**config.mk**
```make
export PLATFORM = sky130hd
export DESIGN_NAME = pwmfs_top
export DESIGN_NICKNAME = d
export VERILOG_FILES = /design/src/core/pwmfs_pkg.sv /design/src/core/pwmfs_if.sv /design/src/core/pwmfs_fault_seq.sv /design/src/core/pwmfs_pulse_latch.sv /design/src/core/pwmfs_top.sv
export VERILOG_INCLUDE_DIRS = /design/src /design/src/core
export SDC_FILE = /design/constraint.sdc
export NUM_CORES = 1
export LEC_CHECK = 0
export BUFFER_PORTS_ARGS = -buffer_cell sky130_fd_sc_hd__buf_4
export CORE_ASPECT_RATIO = 0.6
export CORE_MARGIN = 2
export CORE_UTILIZATION = 45
export DETAILED_ROUTE_END_ITERATION = 10
export GPL_ROUTABILITY_DRIVEN = 0
export HOLD_SLACK_MARGIN = 0.08
export PLACE_DENSITY_LB_ADDON = 0.15
export RECOVER_POWER = 50
export SYNTH_ARGS = -nofsm -noshare
export SYNTH_HDL_FRONTEND = slang
export SYNTH_SLANG_ARGS = --single-unit
```
**constraint.sdc**
```tcl
create_clock -name pclk -period 10.75 [get_ports pclk]
set_clock_uncertainty 0.1 [all_clocks]
set_input_delay 0.5375 -clock pclk [delete_from_list [all_inputs] [get_ports pclk]]
set_output_delay 0.5375 -clock pclk [all_outputs]
set_load 0.005 [all_outputs]
```
**src/core/pwmfs_regs.svh**
```systemverilog
// register map, field positions and reset values of the pwm fault sequencer
// assumes a 32-bit apb bus with word-aligned byte addresses
`ifndef PWMFS_REGS_SVH
`define PWMFS_REGS_SVH
`define PWMFS_CTRL_OFS       12'h000
`define PWMFS_PERIOD_OFS     12'h004
`define PWMFS_BLANK_OFS      12'h008
`define PWMFS_DUTY_OFS       12'h00c
`define PWMFS_SS_STEP_OFS    12'h010
`define PWMFS_STATUS_OFS     12'h014
`define PWMFS_CAUSE_OFS      12'h018
`define PWMFS_PCOUNT_OFS     12'h01c
`define PWMFS_CTRL_STOP_BIT  0
`define PWMFS_ST_START_BIT   0
`define PWMFS_ST_FAULT_BIT   1
`define PWMFS_ST_PERMIT_BIT  2
`define PWMFS_ST_CMP_BIT     3
`define PWMFS_ST_SSCLAMP_BIT 4
`define PWMFS_ST_PWM_BIT     5
`define PWMFS_ST_OSC_BIT     6
`define PWMFS_ST_SS_LSB      16
`define PWMFS_CAUSE_UV_BIT   3
`define PWMFS_PERIOD_RST     16'h0064
`define PWMFS_BLANK_RST      16'h0005
`define PWMFS_DUTY_RST       16'h0050
`define PWMFS_SS_STEP_RST    16'h0001
`define PWMFS_LEVEL_MAX      16'hffff
`endif

```
**src/core/pwmfs_pkg.sv**
```systemverilog
// types and a helper function shared by the pwm fault sequencer modules
// assumes nothing beyond a systemverilog compiler
package pwmfs_pkg;
	typedef enum logic [3:0] {
		PWMFS_R_CTRL,
		PWMFS_R_PERIOD,
		PWMFS_R_BLANK,
		PWMFS_R_DUTY,
		PWMFS_R_SS_STEP,
		PWMFS_R_STATUS,
		PWMFS_R_CAUSE,
		PWMFS_R_PCOUNT,
		PWMFS_R_NONE
	} pwmfs_reg_t;

	typedef enum logic [1:0] {
		PWMFS_BLANKED,
		PWMFS_PULSING,
		PWMFS_DONE
	} pwmfs_lat_t;

	function automatic logic [15:0] pwmfs_min3(input logic [15:0] a,
		input logic [15:0] b, input logic [15:0] c);
		logic [15:0] m;
		m = (a < b) ? a : b;
		return (c < m) ? c : m;
	endfunction
endpackage

```
**src/core/pwmfs_if.sv**
```systemverilog
// carriers between the top and its two sub-blocks
// assumes all signals are synchronous to pclk
`timescale 1ns/10ps
`default_nettype none
interface pwmfs_seq_if;
	logic       cmp;
	logic       reset_pin;
	logic [2:0] fault_req;
	logic       start_flag;
	logic       fault_hold;
	logic       restart_permit;
	logic       uv_event;
	modport seq (input cmp, reset_pin, fault_req,
		output start_flag, fault_hold, restart_permit, uv_event);
	modport core (output cmp, reset_pin, fault_req,
		input start_flag, fault_hold, restart_permit, uv_event);
endinterface

interface pwmfs_lat_if;
	logic clk_pulse;
	logic term;
	logic pulse_on;
	logic pulse_start;
	modport lat (input clk_pulse, term, output pulse_on, pulse_start);
	modport core (output clk_pulse, term, input pulse_on, pulse_start);
endinterface
`default_nettype wire

```
**src/core/pwmfs_fault_seq.sv**
```systemverilog
// fault sequencer: start, fault-hold and restart-permit flags
// assumes comparator, reset pin and fault requests already synchronous
`timescale 1ns/10ps
`default_nettype none
module pwmfs_fault_seq (
	input wire logic pclk,
	input wire logic presetn,
	pwmfs_seq_if.seq sq
);
	logic next_start;
	logic next_fault;
	logic next_permit;
	logic uv_fault;
	logic restart_clear_gate;

	always_comb begin
		// undervoltage only counts once the start flag is up
		uv_fault = sq.start_flag & ~sq.cmp;
		restart_clear_gate = sq.restart_permit & ~sq.cmp;
		sq.uv_event = uv_fault;
		if (restart_clear_gate) begin
			// clear dominates while the comparator stays low
			next_start = 1'b0;
			next_fault = 1'b0;
		end else begin
			next_start = sq.start_flag | sq.cmp;
			// momentary request is enough; re-sets at once if fault persists
			next_fault = sq.fault_hold | (|sq.fault_req) | uv_fault;
		end
		if (!sq.fault_hold) begin
			next_permit = 1'b0;
		end else begin
			// low level or low pulse sets; high pin never sets it
			next_permit = sq.restart_permit | ~sq.reset_pin;
		end
	end

	always_ff @(posedge pclk or negedge presetn) begin
		if (!presetn) begin
			sq.start_flag     <= 1'b0;
			sq.fault_hold     <= 1'b0;
			sq.restart_permit <= 1'b0;
		end else begin
			sq.start_flag     <= next_start;
			sq.fault_hold     <= next_fault;
			sq.restart_permit <= next_permit;
		end
	end
endmodule
`default_nettype wire

```
**src/core/pwmfs_pulse_latch.sv**
```systemverilog
// pulse latch: one output pulse per oscillator period
// assumes clk_pulse is held high whenever the oscillator is stopped
`timescale 1ns/10ps
`default_nettype none
module pwmfs_pulse_latch (
	input wire logic pclk,
	input wire logic presetn,
	pwmfs_lat_if.lat lt
);
	pwmfs_pkg::pwmfs_lat_t state;
	pwmfs_pkg::pwmfs_lat_t next_state;

	always_comb begin
		next_state = state;
		case (state)
			pwmfs_pkg::PWMFS_BLANKED: begin
				if (!lt.clk_pulse && !lt.term) begin
					next_state = pwmfs_pkg::PWMFS_PULSING;
				end else if (!lt.clk_pulse) begin
					next_state = pwmfs_pkg::PWMFS_DONE;
				end
			end
			pwmfs_pkg::PWMFS_PULSING: begin
				if (lt.clk_pulse) begin
					next_state = pwmfs_pkg::PWMFS_BLANKED;
				end else if (lt.term) begin
					next_state = pwmfs_pkg::PWMFS_DONE;
				end
			end
			pwmfs_pkg::PWMFS_DONE: begin
				// comparator chatter ignored until the next clock pulse
				if (lt.clk_pulse) begin
					next_state = pwmfs_pkg::PWMFS_BLANKED;
				end
			end
			default: next_state = pwmfs_pkg::PWMFS_BLANKED;
		endcase
	end

	always_ff @(posedge pclk or negedge presetn) begin
		if (!presetn) begin
			state <= pwmfs_pkg::PWMFS_BLANKED;
		end else begin
			state <= next_state;
		end
	end

	assign lt.pulse_on = (state == pwmfs_pkg::PWMFS_PULSING);
	assign lt.pulse_start = (state == pwmfs_pkg::PWMFS_BLANKED) &&
		(next_state == pwmfs_pkg::PWMFS_PULSING);
endmodule
`default_nettype wire

```
**src/core/pwmfs_top.sv**
```systemverilog
// pwm fault sequencer top: apb registers, oscillator, ramp, slow start
// assumes all pins synchronous to pclk; comparators are digital levels
//
// Operation
// - pulse starts when clock pulse ends, stops when ramp crosses lowest threshold.
// - clock pulse blanks output low so duty never reaches full period.
// - pulse latch gives one pulse per period, ignores comparator chatter.
// - below start level arming off and switch clamp on.
// - start indication enables arming and releases slow-start clamp together.
// - any momentary fault request sets the fault-hold flag, which stays set until permit plus low comparator clears it.
// - start flag cleared at power-up; undervoltage then ignored.
// - first start level sets start flag without any undervoltage fault.
// - undervoltage fault only when comparator falls with start flag set.
// - restart permit held clear while fault-hold is clear.
// - with fault-hold set, a low reset pin sets the permit, which then stays set until fault-hold clears.
// - a short low pulse on reset pin sets the permit.
// - permit plus low comparator clears fault-hold and start flag.
// - persisting fault sets fault-hold again as soon as clear ends.
// - reset pin wiring selects latch-off, restart, limited retry or pulse reset.
// - reset pin high (external charge reaches threshold) keeps output locked off.
// - arming output keeps cycling with the comparator while latched off.
// - slow-start node held low before start and while fault latched.
// - oscillator idle until comparator gives the start command.
`timescale 1ns/10ps
`default_nettype none
`include "pwmfs_regs.svh"
module pwmfs_top (
	input  wire logic        pclk,
	input  wire logic        presetn,
	input  wire logic        psel,
	input  wire logic        penable,
	input  wire logic        pwrite,
	input  wire logic [31:0] paddr,
	input  wire logic [31:0] pwdata,
	output var  logic [31:0] prdata,
	output logic             pready,
	output logic             pslverr,
	input  wire logic        vin_ok,
	input  wire logic        supply_level_comparator,
	input  wire logic        reset_pin,
	input  wire logic [1:0]  fault_pin,
	input  wire logic [15:0] err_level,
	output logic             pwm_out,
	output logic             arming_source_on,
	output logic             switch_clamp_on,
	output logic             slow_start_clamp,
	output logic             osc_run
);
	pwmfs_seq_if sq ();
	pwmfs_lat_if lt ();

	logic        ext_stop;
	logic [15:0] period;
	logic [15:0] blank;
	logic [15:0] duty_limit;
	logic [15:0] ss_step;
	logic [3:0]  cause;
	logic [15:0] pulse_count;
	logic [31:0] next_prdata;
	logic        next_ext_stop;
	logic [15:0] next_period;
	logic [15:0] next_blank;
	logic [15:0] next_duty_limit;
	logic [15:0] next_ss_step;
	logic [3:0]  next_cause;
	logic [15:0] next_pulse_count;

	logic [15:0] osc_cnt;
	logic [15:0] ss_level;
	logic [15:0] next_osc_cnt;
	logic [15:0] next_ss_level;
	logic        period_end;
	logic [15:0] ramp;
	logic [15:0] threshold;
	logic [16:0] ss_sum;

	pwmfs_pkg::pwmfs_reg_t sel_reg;
	logic        wr_en;
	logic        rd_setup;
	logic [31:0] status_word;
	logic [3:0]  cause_clr;
	logic [3:0]  cause_set;

	function automatic pwmfs_pkg::pwmfs_reg_t decode(input logic [31:0] a);
		pwmfs_pkg::pwmfs_reg_t r;
		r = pwmfs_pkg::PWMFS_R_NONE;
		if (a[31:12] == 20'h00000 && a[1:0] == 2'h0) begin
			case (a[11:0])
				`PWMFS_CTRL_OFS:    r = pwmfs_pkg::PWMFS_R_CTRL;
				`PWMFS_PERIOD_OFS:  r = pwmfs_pkg::PWMFS_R_PERIOD;
				`PWMFS_BLANK_OFS:   r = pwmfs_pkg::PWMFS_R_BLANK;
				`PWMFS_DUTY_OFS:    r = pwmfs_pkg::PWMFS_R_DUTY;
				`PWMFS_SS_STEP_OFS: r = pwmfs_pkg::PWMFS_R_SS_STEP;
				`PWMFS_STATUS_OFS:  r = pwmfs_pkg::PWMFS_R_STATUS;
				`PWMFS_CAUSE_OFS:   r = pwmfs_pkg::PWMFS_R_CAUSE;
				`PWMFS_PCOUNT_OFS:  r = pwmfs_pkg::PWMFS_R_PCOUNT;
				default:            r = pwmfs_pkg::PWMFS_R_NONE;
			endcase
		end
		return r;
	endfunction

	pwmfs_fault_seq u_seq (
		.pclk    (pclk),
		.presetn (presetn),
		.sq      (sq.seq)
	);

	pwmfs_pulse_latch u_lat (
		.pclk    (pclk),
		.presetn (presetn),
		.lt      (lt.lat)
	);

	// sequencer inputs: two pin faults, software stop, undervoltage inside
	assign sq.cmp = supply_level_comparator;
	assign sq.reset_pin = reset_pin;
	assign sq.fault_req = {ext_stop, fault_pin};

	// zero-wait slave; read data captured in the setup phase
	assign pready = 1'b1;
	assign sel_reg = decode(paddr);
	assign wr_en = psel & penable & pwrite;
	assign rd_setup = psel & ~penable & ~pwrite;
	assign pslverr = psel & penable & (sel_reg == pwmfs_pkg::PWMFS_R_NONE);

	always_comb begin
		status_word = 32'h0000_0000;
		status_word[`PWMFS_ST_START_BIT] = sq.start_flag;
		status_word[`PWMFS_ST_FAULT_BIT] = sq.fault_hold;
		status_word[`PWMFS_ST_PERMIT_BIT] = sq.restart_permit;
		status_word[`PWMFS_ST_CMP_BIT] = supply_level_comparator;
		status_word[`PWMFS_ST_SSCLAMP_BIT] = slow_start_clamp;
		status_word[`PWMFS_ST_PWM_BIT] = pwm_out;
		status_word[`PWMFS_ST_OSC_BIT] = osc_run;
		status_word[`PWMFS_ST_SS_LSB +: 16] = ss_level;
	end

	always_comb begin
		next_prdata = prdata;
		if (rd_setup) begin
			case (sel_reg)
				pwmfs_pkg::PWMFS_R_CTRL:    next_prdata = {31'h0, ext_stop};
				pwmfs_pkg::PWMFS_R_PERIOD:  next_prdata = {16'h0, period};
				pwmfs_pkg::PWMFS_R_BLANK:   next_prdata = {16'h0, blank};
				pwmfs_pkg::PWMFS_R_DUTY:    next_prdata = {16'h0, duty_limit};
				pwmfs_pkg::PWMFS_R_SS_STEP: next_prdata = {16'h0, ss_step};
				pwmfs_pkg::PWMFS_R_STATUS:  next_prdata = status_word;
				pwmfs_pkg::PWMFS_R_CAUSE:   next_prdata = {28'h0, cause};
				pwmfs_pkg::PWMFS_R_PCOUNT:  next_prdata = {16'h0, pulse_count};
				default:                    next_prdata = 32'h0000_0000;
			endcase
		end
	end

	always_comb begin
		next_ext_stop = ext_stop;
		next_period = period;
		next_blank = blank;
		next_duty_limit = duty_limit;
		next_ss_step = ss_step;
		cause_clr = 4'h0;
		if (wr_en) begin
			case (sel_reg)
				pwmfs_pkg::PWMFS_R_CTRL:    next_ext_stop = pwdata[`PWMFS_CTRL_STOP_BIT];
				pwmfs_pkg::PWMFS_R_PERIOD:  next_period = pwdata[15:0];
				pwmfs_pkg::PWMFS_R_BLANK:   next_blank = pwdata[15:0];
				pwmfs_pkg::PWMFS_R_DUTY:    next_duty_limit = pwdata[15:0];
				pwmfs_pkg::PWMFS_R_SS_STEP: next_ss_step = pwdata[15:0];
				pwmfs_pkg::PWMFS_R_CAUSE:   cause_clr = pwdata[3:0];
				default:                    cause_clr = 4'h0;
			endcase
		end
		// sticky cause bits: a new event beats a write-one clear
		cause_set = {sq.uv_event, sq.fault_req};
		next_cause = (cause & ~cause_clr) | cause_set;
		next_pulse_count = pulse_count;
		if (lt.pulse_start) begin
			next_pulse_count = pulse_count + 16'h0001;
		end
	end

	always_ff @(posedge pclk or negedge presetn) begin
		if (!presetn) begin
			prdata      <= 32'h0000_0000;
			ext_stop    <= 1'b0;
			period      <= `PWMFS_PERIOD_RST;
			blank       <= `PWMFS_BLANK_RST;
			duty_limit  <= `PWMFS_DUTY_RST;
			ss_step     <= `PWMFS_SS_STEP_RST;
			cause       <= 4'h0;
			pulse_count <= 16'h0000;
		end else begin
			prdata      <= next_prdata;
			ext_stop    <= next_ext_stop;
			period      <= next_period;
			blank       <= next_blank;
			duty_limit  <= next_duty_limit;
			ss_step     <= next_ss_step;
			cause       <= next_cause;
			pulse_count <= next_pulse_count;
		end
	end

	// oscillator sleeps until the start command to save start-up current
	assign osc_run = supply_level_comparator | sq.start_flag;
	assign period_end = (osc_cnt >= period - 16'h0001);
	// stopped oscillator counts as one long blanking pulse
	assign lt.clk_pulse = ~osc_run | (osc_cnt < blank);
	assign ramp = osc_cnt - blank;
	// slow-start level of zero ends every pulse at once
	assign threshold = pwmfs_pkg::pwmfs_min3(err_level, ss_level, duty_limit);
	assign lt.term = (ramp >= threshold);
	assign ss_sum = {1'b0, ss_level} + {1'b0, ss_step};

	always_comb begin
		next_osc_cnt = osc_cnt;
		if (!osc_run || period_end) begin
			next_osc_cnt = 16'h0000;
		end else begin
			next_osc_cnt = osc_cnt + 16'h0001;
		end
		next_ss_level = ss_level;
		if (slow_start_clamp) begin
			next_ss_level = 16'h0000;
		end else if (osc_run && period_end) begin
			// saturate so a long run never wraps back to zero width
			next_ss_level = ss_sum[16] ? `PWMFS_LEVEL_MAX : ss_sum[15:0];
		end
	end

	always_ff @(posedge pclk or negedge presetn) begin
		if (!presetn) begin
			osc_cnt  <= 16'h0000;
			ss_level <= 16'h0000;
		end else begin
			osc_cnt  <= next_osc_cnt;
			ss_level <= next_ss_level;
		end
	end

	// clamp released in the same cycle that arming turns on
	assign slow_start_clamp = ~supply_level_comparator | sq.fault_hold;
	// arming tracks the comparator even while latched off
	assign arming_source_on = vin_ok & supply_level_comparator;
	assign pwm_out = lt.pulse_on;
	// clamp holds the switch off except during a pulse
	assign switch_clamp_on = vin_ok & ~lt.pulse_on;
endmodule
`default_nettype wire

```
==> results of run 1 <==
-- final cells by class --
cell class | count | area, µm²
Fill cell | 2033 | 10200
Multi-Input combinational cell | 759 | 5970
Sequential cell | 154 | 3860
Timing Repair Buffer | 119 | 871
Clock buffer | 19 | 453
Tap cell | 308 | 385
Inverter | 67 | 251
Clock inverter | 11 | 170
-- cells in the mapped netlist, types with 6 or more instances --
| cell | instances | area, µm² |
|---|---|---|
| a21o_1 | 32 | 240 |
| a21oi_1 | 50 | 250 |
| a222oi_1 | 12 | 120 |
| a22o_1 | 17 | 149 |
| a22oi_1 | 18 | 135 |
| a31oi_1 | 16 | 100 |
| and3_1 | 11 | 68.8 |
| buf_2 | 7 | 35.0 |
| clkbuf_1 | 16 | 60.1 |
| dfrtp_1 | 146 | 3650 |
| dfstp_2 | 8 | 210 |
| ha_1 | 97 | 1210 |
| inv_1 | 67 | 251 |
| mux2_2 | 74 | 833 |
| mux2_4 | 11 | 165 |
| mux2i_1 | 21 | 210 |
| nand2_1 | 49 | 184 |
| nand2b_1 | 11 | 68.8 |
| nand3_1 | 19 | 95.1 |
| nand4_1 | 11 | 68.8 |
| nor2_1 | 78 | 293 |
| nor2b_1 | 12 | 75.1 |
| nor3_1 | 18 | 90.1 |
| nor3b_1 | 6 | 45.0 |
| nor4_1 | 15 | 93.8 |
| o21a_1 | 6 | 45.0 |
| o21ai_0 | 38 | 190 |
| xnor2_1 | 21 | 184 |
| xor2_1 | 41 | 359 |
-- sequential cells by signal (all words and copies together) (netlist names), 2 cells and up --
name and cells:
duty_limit 16, period 16, osc_cnt 16, ss_level 16
cause 4, pulse_count 16, blank 16, u_lat.state 2
ss_step 16, prdata 32
-- layer usage --
| metal | vias to the layer above | global-route usage, % | wire, µm |
|---|---|---|---|
| met4 | 0 | 4.57 | 240 |
| met5 | - | 0 | 0 |
| met1 | 3892 | 37.9 | 14700 |
| met2 | 222 | 35.5 | 11800 |
| li1 | 3910 | - | - |
| met3 | 21 | 5.45 | 1540 |
-- worst max path at each step --
stage                            start                           to  slack, ns
2_1_floorplan             err_level[7]   pulse_count[1]$_DFFE_PN0P_       5.04
3_3_place_gp              err_level[7]  pulse_count[11]$_DFFE_PN0P_       3.84
3_5_place_dp              err_level[7]  pulse_count[11]$_DFFE_PN0P_       3.71
4_1_cts        ss_level[7]$_DFFE_PN0P_  pulse_count[11]$_DFFE_PN0P_       3.82
5_1_grt                        presetn     ss_level[10]$_DFFE_PN0P_       1.92
6_report                       presetn      ss_step[13]$_DFFE_PN0P_       3.57
-- stage by stage --
step	cells	hold slack, ns	utilization [%]	setup slack [ns]	area [µm²]
2_1_floorplan	1009	0.142	-	5.04	10200
3_3_place_gp	1407	0.361	51.3	3.84	11400
3_5_place_dp	1407	0.362	51.3	3.71	11400
4_1_cts	1437	0.0831	54.1	3.82	12000
5_1_grt	1437	0.170	53.9	1.92	12000
6_report	1437	0.181	53.9	3.57	12000
-- power by group --
group	internal, W	leakage, nW	switching, W
sequential	0.000611	2.05	0.0000370
combinational	0.000229	3.55	0.000292
clock	0.000399	0.297	0.000255
total	0.00124	5.90	0.000584
-- logic make-up (layout without fill, tap and decap cells) --
family	count (synthesis)	after routing	share of synthesized area (%)
simple gates	258	258	12.9
compound gates	231	231	15.8
flops	154	154	37.7
mux	108	108	12.0
fa+ha+maj	99	99	12.2
buf+inv	96	216	3.98
xor+xnor	62	62	5.30
other cells	1	1	0.0366
-- layout by cell type, fill, tap and decap left out, types with 4 or more instances in the layout --
master	n
dfrtp_1	146
ha_1	97
buf_4	84
nor2_1	79
mux2_2	74
inv_1	67
a21oi_1	50
nand2_1	49
xor2_1	41
o21ai_0	38
a21o_1	32
clkbuf_4	29
mux2i_1	21
xnor2_1	21
nand3_1	19
nor3_1	18
a22oi_1	18
a22o_1	17
clkbuf_16	17
a31oi_1	16
nor4_1	14
nor2b_1	12
a222oi_1	12
nand4_1	11
and3_1	11
mux2_4	11
nand2b_1	11
dfstp_2	8
o21a_1	6
nor3b_1	6
clkbuf_1	6
and2_1	5
a211oi_1	5
nand2_2	5
o31ai_1	4
o211ai_1	4
bufinv_16	4
==> flow_summary.rst, run 1 <==
.. list-table::
   :header-rows: 1

   * - Metric
     - Value
   * - # nets final
     - 1307
   * - Violated checks
     - capacitance limit, slew limit
   * - Buffers plus inverters on the worst setup path
     - 2
   * - I/O pin count
     - 129
   * - Nature of the critical path endpoint
     - asynchronous set/reset pin
   * - Half-perimeter wire length after placement
     - 21600 µm
   * - Register bit count reported by yosys
     - 154
   * - Clock slew seen by the registers of the worst setup and hold paths
     - 0.06 ns
   * - Antenna violations before repair
     - 0
   * - Worst slew margin relative to its limit
     - -196%
   * - Yosys synthesis warning count
     - 0
   * - Via count of the first global-routing pass
     - 7678
   * - Vertical die dimension
     - ~120 µm
   * - Routed wire length
     - between 20000 and 30000 µm
   * - Hold path cells
     - 2
   * - Final-report hold violation count
     - 0
   * - Worst Reg-to-Reg Cells
     - 26
   * - Number of sinks handled by clock tree synthesis
     - 154
   * - Peak supply drop
     - between 0.0001 and 0.00015 V
   * - Router iterations before antenna repair
     - 5
   * - Detail-routed via count per cell
     - 5.60
   * - Largest net degree at the start of global routing
     - 79
   * - Worst-path maximum fanout
     - 78
   * - Core box area
     - 22200 µm²
   * - Total track usage
     - between 20% and 30%
   * - Slew at the pin with the worst max-slew slack
     - 4.44 ns
   * - Post-CTS setup buffer count
     - 0
   * - Reg-to-Reg Start
     - ss_level[7]$_DFFE_PN0P_
   * - R2R setup slack
     - approximately 3.8 ns
   * - Routed wirelength normalized by instance count
     - 19.7 µm
   * - Setup repair after global routing missed its margin
     - no
   * - Fraction of layout instances using a drive strength above 1
     - 22.7%
   * - Final total power
     - 0.00182 W
   * - Setup-failing EPs final
     - 0
   * - Delay-heaviest family, CP
     - buffers and inverters
   * - Max-cap violation count
     - 2
   * - Wire length of the first global-routing pass
     - 44400 µm
   * - Syn nets
     - roughly 1200
   * - Type of the worst setup path
     - in2async
   * - Clock tree from TritonCTS
     - done
   * - Signed area change from the synthesized netlist to the final layout
     - 16.8%
   * - Pleak
     - a little under 6 nW
   * - FF-to-FF End
     - pulse_count[11]$_DFFE_PN0P_
   * - Async S/R FF share, synth
     - 100%
   * - Result of the run
     - finished, violations left
   * - Worst min-delay path startpoint
     - reset_pin
   * - Required arrival time at the worst endpoint
     - 10.26 ns
   * - H-tree Lvls
     - 4
   * - Post-synth top flop
     - dfrtp_1
   * - Total stage count of the critical path
     - 2
   * - Detailed-route DRC error count
     - 0
   * - Final worst-path cycle share
     - 66.8%
   * - IO buf count
     - 111
   * - Antenna Diode Count
     - 0
   * - Arrival @ worst endpoint
     - 6.70 ns
   * - Per-instance average area after synthesis
     - 10.2 µm²
   * - Worst min-delay path endpoint
     - u_seq.sq.restart_permit$_DFF_PN0_
   * - Cells along the critical path
     - clkbuf_1 > clkbuf_1
   * - Remaining antenna violation count after routing
     - 0
   * - Count of different cell masters after synthesis
     - 73
   * - Maximum cell stage delay along the critical path
     - approximately 3 ns
   * - Number of violations reported at the end of detailed-routing iteration 0
     - 644
   * - PD cells
     - 152 nW/µm²
   * - Clk Tree Root Cell
     - clkbuf_16
   * - Sequential area share after synthesis
     - 37.7%
   * - Number of max-slew violations in the final report
     - 157
   * - Kind of start point of the critical path
     - primary input
   * - Number of enable flip-flop cells after synthesis
     - 0
   * - Final-layout setup total negative slack
     - 0 ns
   * - Synth Cell Area
     - 10200 µm²
   * - Overall overflow remaining after global route
     - 0
   * - Later-pin clock latency in the skew report
     - ~0.44 ns
   * - Critical path's slowest cell
     - clkbuf_1
   * - Maximum count of clock buffers along a single path
     - 2
   * - Number of instances in the synthesized netlist
     - 1009
   * - Initial standard-cell utilization of the core
     - between 40% and 50%
   * - Most frequent CP cell
     - clkbuf_1
   * - Die ar.
     - 24000 µm²
   * - Placement Rows
     - 42
   * - Via count
     - 8045
   * - Final critical path time including I/O delays and setup
     - 7.18 ns
   * - Post-cts resize count
     - 0
   * - TritonCTS buffer count
     - 17
   * - Die X
     - 199 µm
   * - Peak clock frequency supported by timing
     - between 100 and 150 MHz
   * - Count of hold buffers inserted by post-cts repair
     - 0
   * - Path category of the worst min-delay check
     - in2reg
(Power assumes the default switching activity.)
==> inputs of run 2 (changes only) <==
Clock period 10.75 ns to 6.6 ns, I/O delays scaled along.
==> run 2 against run 1 <==
Effect of this change: the run still ends with capacitance limit, slew limit left; critical path depth increased by 24; clock-buffer cell count increased by 3; sequential share of layout area decreased by 0.57 points; total power increased by 63%; critical endpoint is now pulse_count[1]$_DFFE_PN0P_; largest cell class unchanged.
==> flow_summary.rst, run 2 (synthesis results as in run 1) <==
.. list-table::
   :header-rows: 1

   * - Metric
     - Value
   * - Via count of the first global-routing pass
     - 8046 (+4.8%)
   * - Maximum count of clock buffers along a single path
     - 2 (unchanged)
   * - Max-cap violation count
     - 1 (-1)
   * - Number of sinks handled by clock tree synthesis
     - 154 (unchanged)
   * - Antenna violations before repair
     - 0 (unchanged)
   * - Leading cell type in the layout, fill and taps excluded
     - dfrtp_1
   * - Detailed-route DRC error count
     - 0 (unchanged)
   * - Router iterations before antenna repair
     - 5 (unchanged)
   * - Routed wirelength normalized by instance count
     - 19.6 µm (-0.17%)
   * - Nature of the critical path endpoint
     - flop
   * - Required arrival time at the worst endpoint
     - 6.82 ns (-3.44 ns)
   * - Placement Rows
     - 42 (unchanged)
   * - Largest register FFs
     - 32 (unchanged)
   * - Arrival @ worst endpoint
     - 6.36 ns (-0.34 ns)
   * - Routed wire length
     - 28700 µm (+1.6%)
   * - Detail-routed via count per cell
     - 5.63 (+0.64%)
   * - Worst slew margin relative to its limit
     - -242% (-46 points)
   * - Largest net degree at the start of global routing
     - 90 (+14%)
   * - Final critical path time including I/O delays and setup
     - 6.14 ns
   * - Half-perimeter wire length after placement
     - 21700 µm (+0.44%)
   * - Worst Reg-to-Reg Cells
     - 26 (unchanged)
   * - IO buf count
     - 111 (unchanged)
   * - Type of the worst setup path
     - reg2reg
   * - Overall overflow remaining after global route
     - 0 (unchanged)
   * - Number of violations reported at the end of detailed-routing iteration 0
     - 729 (+13%)
   * - Final worst-path cycle share
     - 93.0%
   * - Violated checks
     - capacitance limit, slew limit
   * - Wire length of the first global-routing pass
     - 45400 µm (+2.2%)
   * - Vertical die dimension
     - 121 µm (unchanged)
   * - Non-Filler Cell Area, Final
     - 12200 µm² (+1.8%)
   * - Setup-failing EPs final
     - 0 (unchanged)
   * - Later-pin clock latency in the skew report
     - 0.44 ns (about the same)
   * - I/O pin count
     - 129 (unchanged)
   * - Hold path cells
     - 2 (unchanged)
   * - TritonCTS buffer count
     - 17 (unchanged)
   * - Path category of the worst min-delay check
     - in2reg
   * - Result of the run
     - finished, violations left
   * - Post-layout util
     - 54.9% (+0.96 points)
   * - Final-report hold violation count
     - 0 (unchanged)
   * - Number of max-slew violations in the final report
     - 90 (-43%)
   * - Worst-path maximum fanout
     - 11 (-86%)
   * - H-tree Lvls
     - 4 (unchanged)
   * - Signed area change from the synthesized netlist to the final layout
     - 18.9%
   * - Peak clock frequency supported by timing
     - 163 MHz
   * - Die ar.
     - 24000 µm² (unchanged)
   * - PD cells
     - 243 nW/µm² (+60%)
   * - Slew at the pin with the worst max-slew slack
     - 5.13 ns (+0.693 ns)
   * - Kind of start point of the critical path
     - flop
   * - Remaining antenna violation count after routing
     - 0 (unchanged)
   * - # nets final
     - 1331 (+1.8%)
   * - Via count
     - 8243 (+2.5%)
   * - Clock tree from TritonCTS
     - done
   * - Antenna Diode Count
     - 0 (unchanged)
   * - Most frequent cells in the layout
     - dfrtp_1, ha_1, buf_4
   * - Core box area
     - 22200 µm² (unchanged)
   * - Clock slew seen by the registers of the worst setup and hold paths
     - 0.07 ns (about the same)
   * - Total track usage
     - 25.1% (+0.39 points)
   * - Register with the most flip-flops
     - prdata
   * - Initial standard-cell utilization of the core
     - 46.2% (unchanged)
   * - Peak supply drop
     - 0.000167 V (+66%)
   * - Die X
     - 199 µm (unchanged)
   * - Placement-stage cell area
     - 11400 µm² (+0.31%)
   * - Clk Tree Root Cell
     - clkbuf_16
   * - Pleak
     - 5.98 nW (+1.3%)
   * - Filler cell count in the final layout
     - 1991 (-2.1%)
   * - Fraction of layout instances using a drive strength above 1
     - 22.6% (-0.078 points)
-- run 2: final timing paths --
path                       slack, ns               startpoint                       endpoint
setup / recovery                0.46  ss_level[7]$_DFFE_PN0P_     pulse_count[1]$_DFFE_PN0P_
setup reg to reg                0.46  ss_level[7]$_DFFE_PN0P_     pulse_count[1]$_DFFE_PN0P_
hold reg to reg                 0.37    prdata[0]$_DFFE_PN0P_          prdata[0]$_DFFE_PN0P_
hold / removal                  0.10               pwdata[12]     duty_limit[12]$_DFFE_PN0P_
min in group asynchronous       2.22                  presetn  u_seq.sq.start_flag$_DFF_PN0_
max in group asynchronous       1.29                  presetn          osc_cnt[14]$_DFF_PN0_
-- run 2: report_power, final --
| group | switching [W] | internal (W) |
|---|---|---|
| logic | 0.000500 | 0.000387 |
| clock network | 0.000416 | 0.000606 |
| registers | 0.0000612 | 0.000995 |
| total | 0.000977 | 0.00199 |
-- run 2: per-layer routing --
metal,track usage [%],share of wire [%],vias up
met5,0,0,-
met4,5.08,0.90,0
met3,4.39,5.2,22
met2,36.2,42,264
met1,38.9,52,3992
li1,-,-,3965
-- run 2: per-stage QoR --
stage	setup WS, ns	setup TNS [ns]	instances	hold slack (ns)	total power, W
CTS	0.142	0	1459	0.0810	0.00297
finish	0.463	0	1463	0.102	0.00297
floorplan	1.01	0	1009	-0.0656	0.00164
detailed placement	0.217	0	1410	0.367	0.00194
global route	-0.00671	-0.00850	1463	0.0871	0.00313
global placement	0.383	0	1410	0.360	0.00192
-- run 2: worst max-delay path, cell delays in order (launching register included) --
cell and delay (ns):
dfrtp_1 0.40, inv_1 0.06, ha_1 0.29, nand2_1 0.07, nor3_1 0.24, a21oi_2 0.11, o31ai_1 0.27, a31o_1 0.24
buf_4 0.25, mux2i_1 0.29, ha_1 0.29, a21o_1 0.17, a21o_1 0.17, a21oi_1 0.23, nand3_1 0.17, o21ai_4 0.31
buf_12 0.19, mux2_4 0.31, ha_1 0.29, a21o_1 0.18, a21o_1 0.16, a21oi_1 0.13, o211ai_1 0.14, a21oi_2 0.24
nand2_1 0.14, nor3_2 0.20, mux2_2 0.36
-- run 2: cell type report --
cell class	count	area (µm²)	area share, %
repair buffers	143	1100	9.05
clock inverters	10	143	1.17
multi-input cells	759	5980	49.1
well taps	308	385	3.16
clock buffers	22	454	3.73
flip-flops and latches	154	3860	31.7
inverters	67	251	2.07
-- run 2: repair_timing --
action,in CTS,in global routing
endpoints found under the hold margin,122,0
setup endpoints to repair,0,15
hold buffers,17,0
buffers inserted,0,4
gates resized for setup,0,4
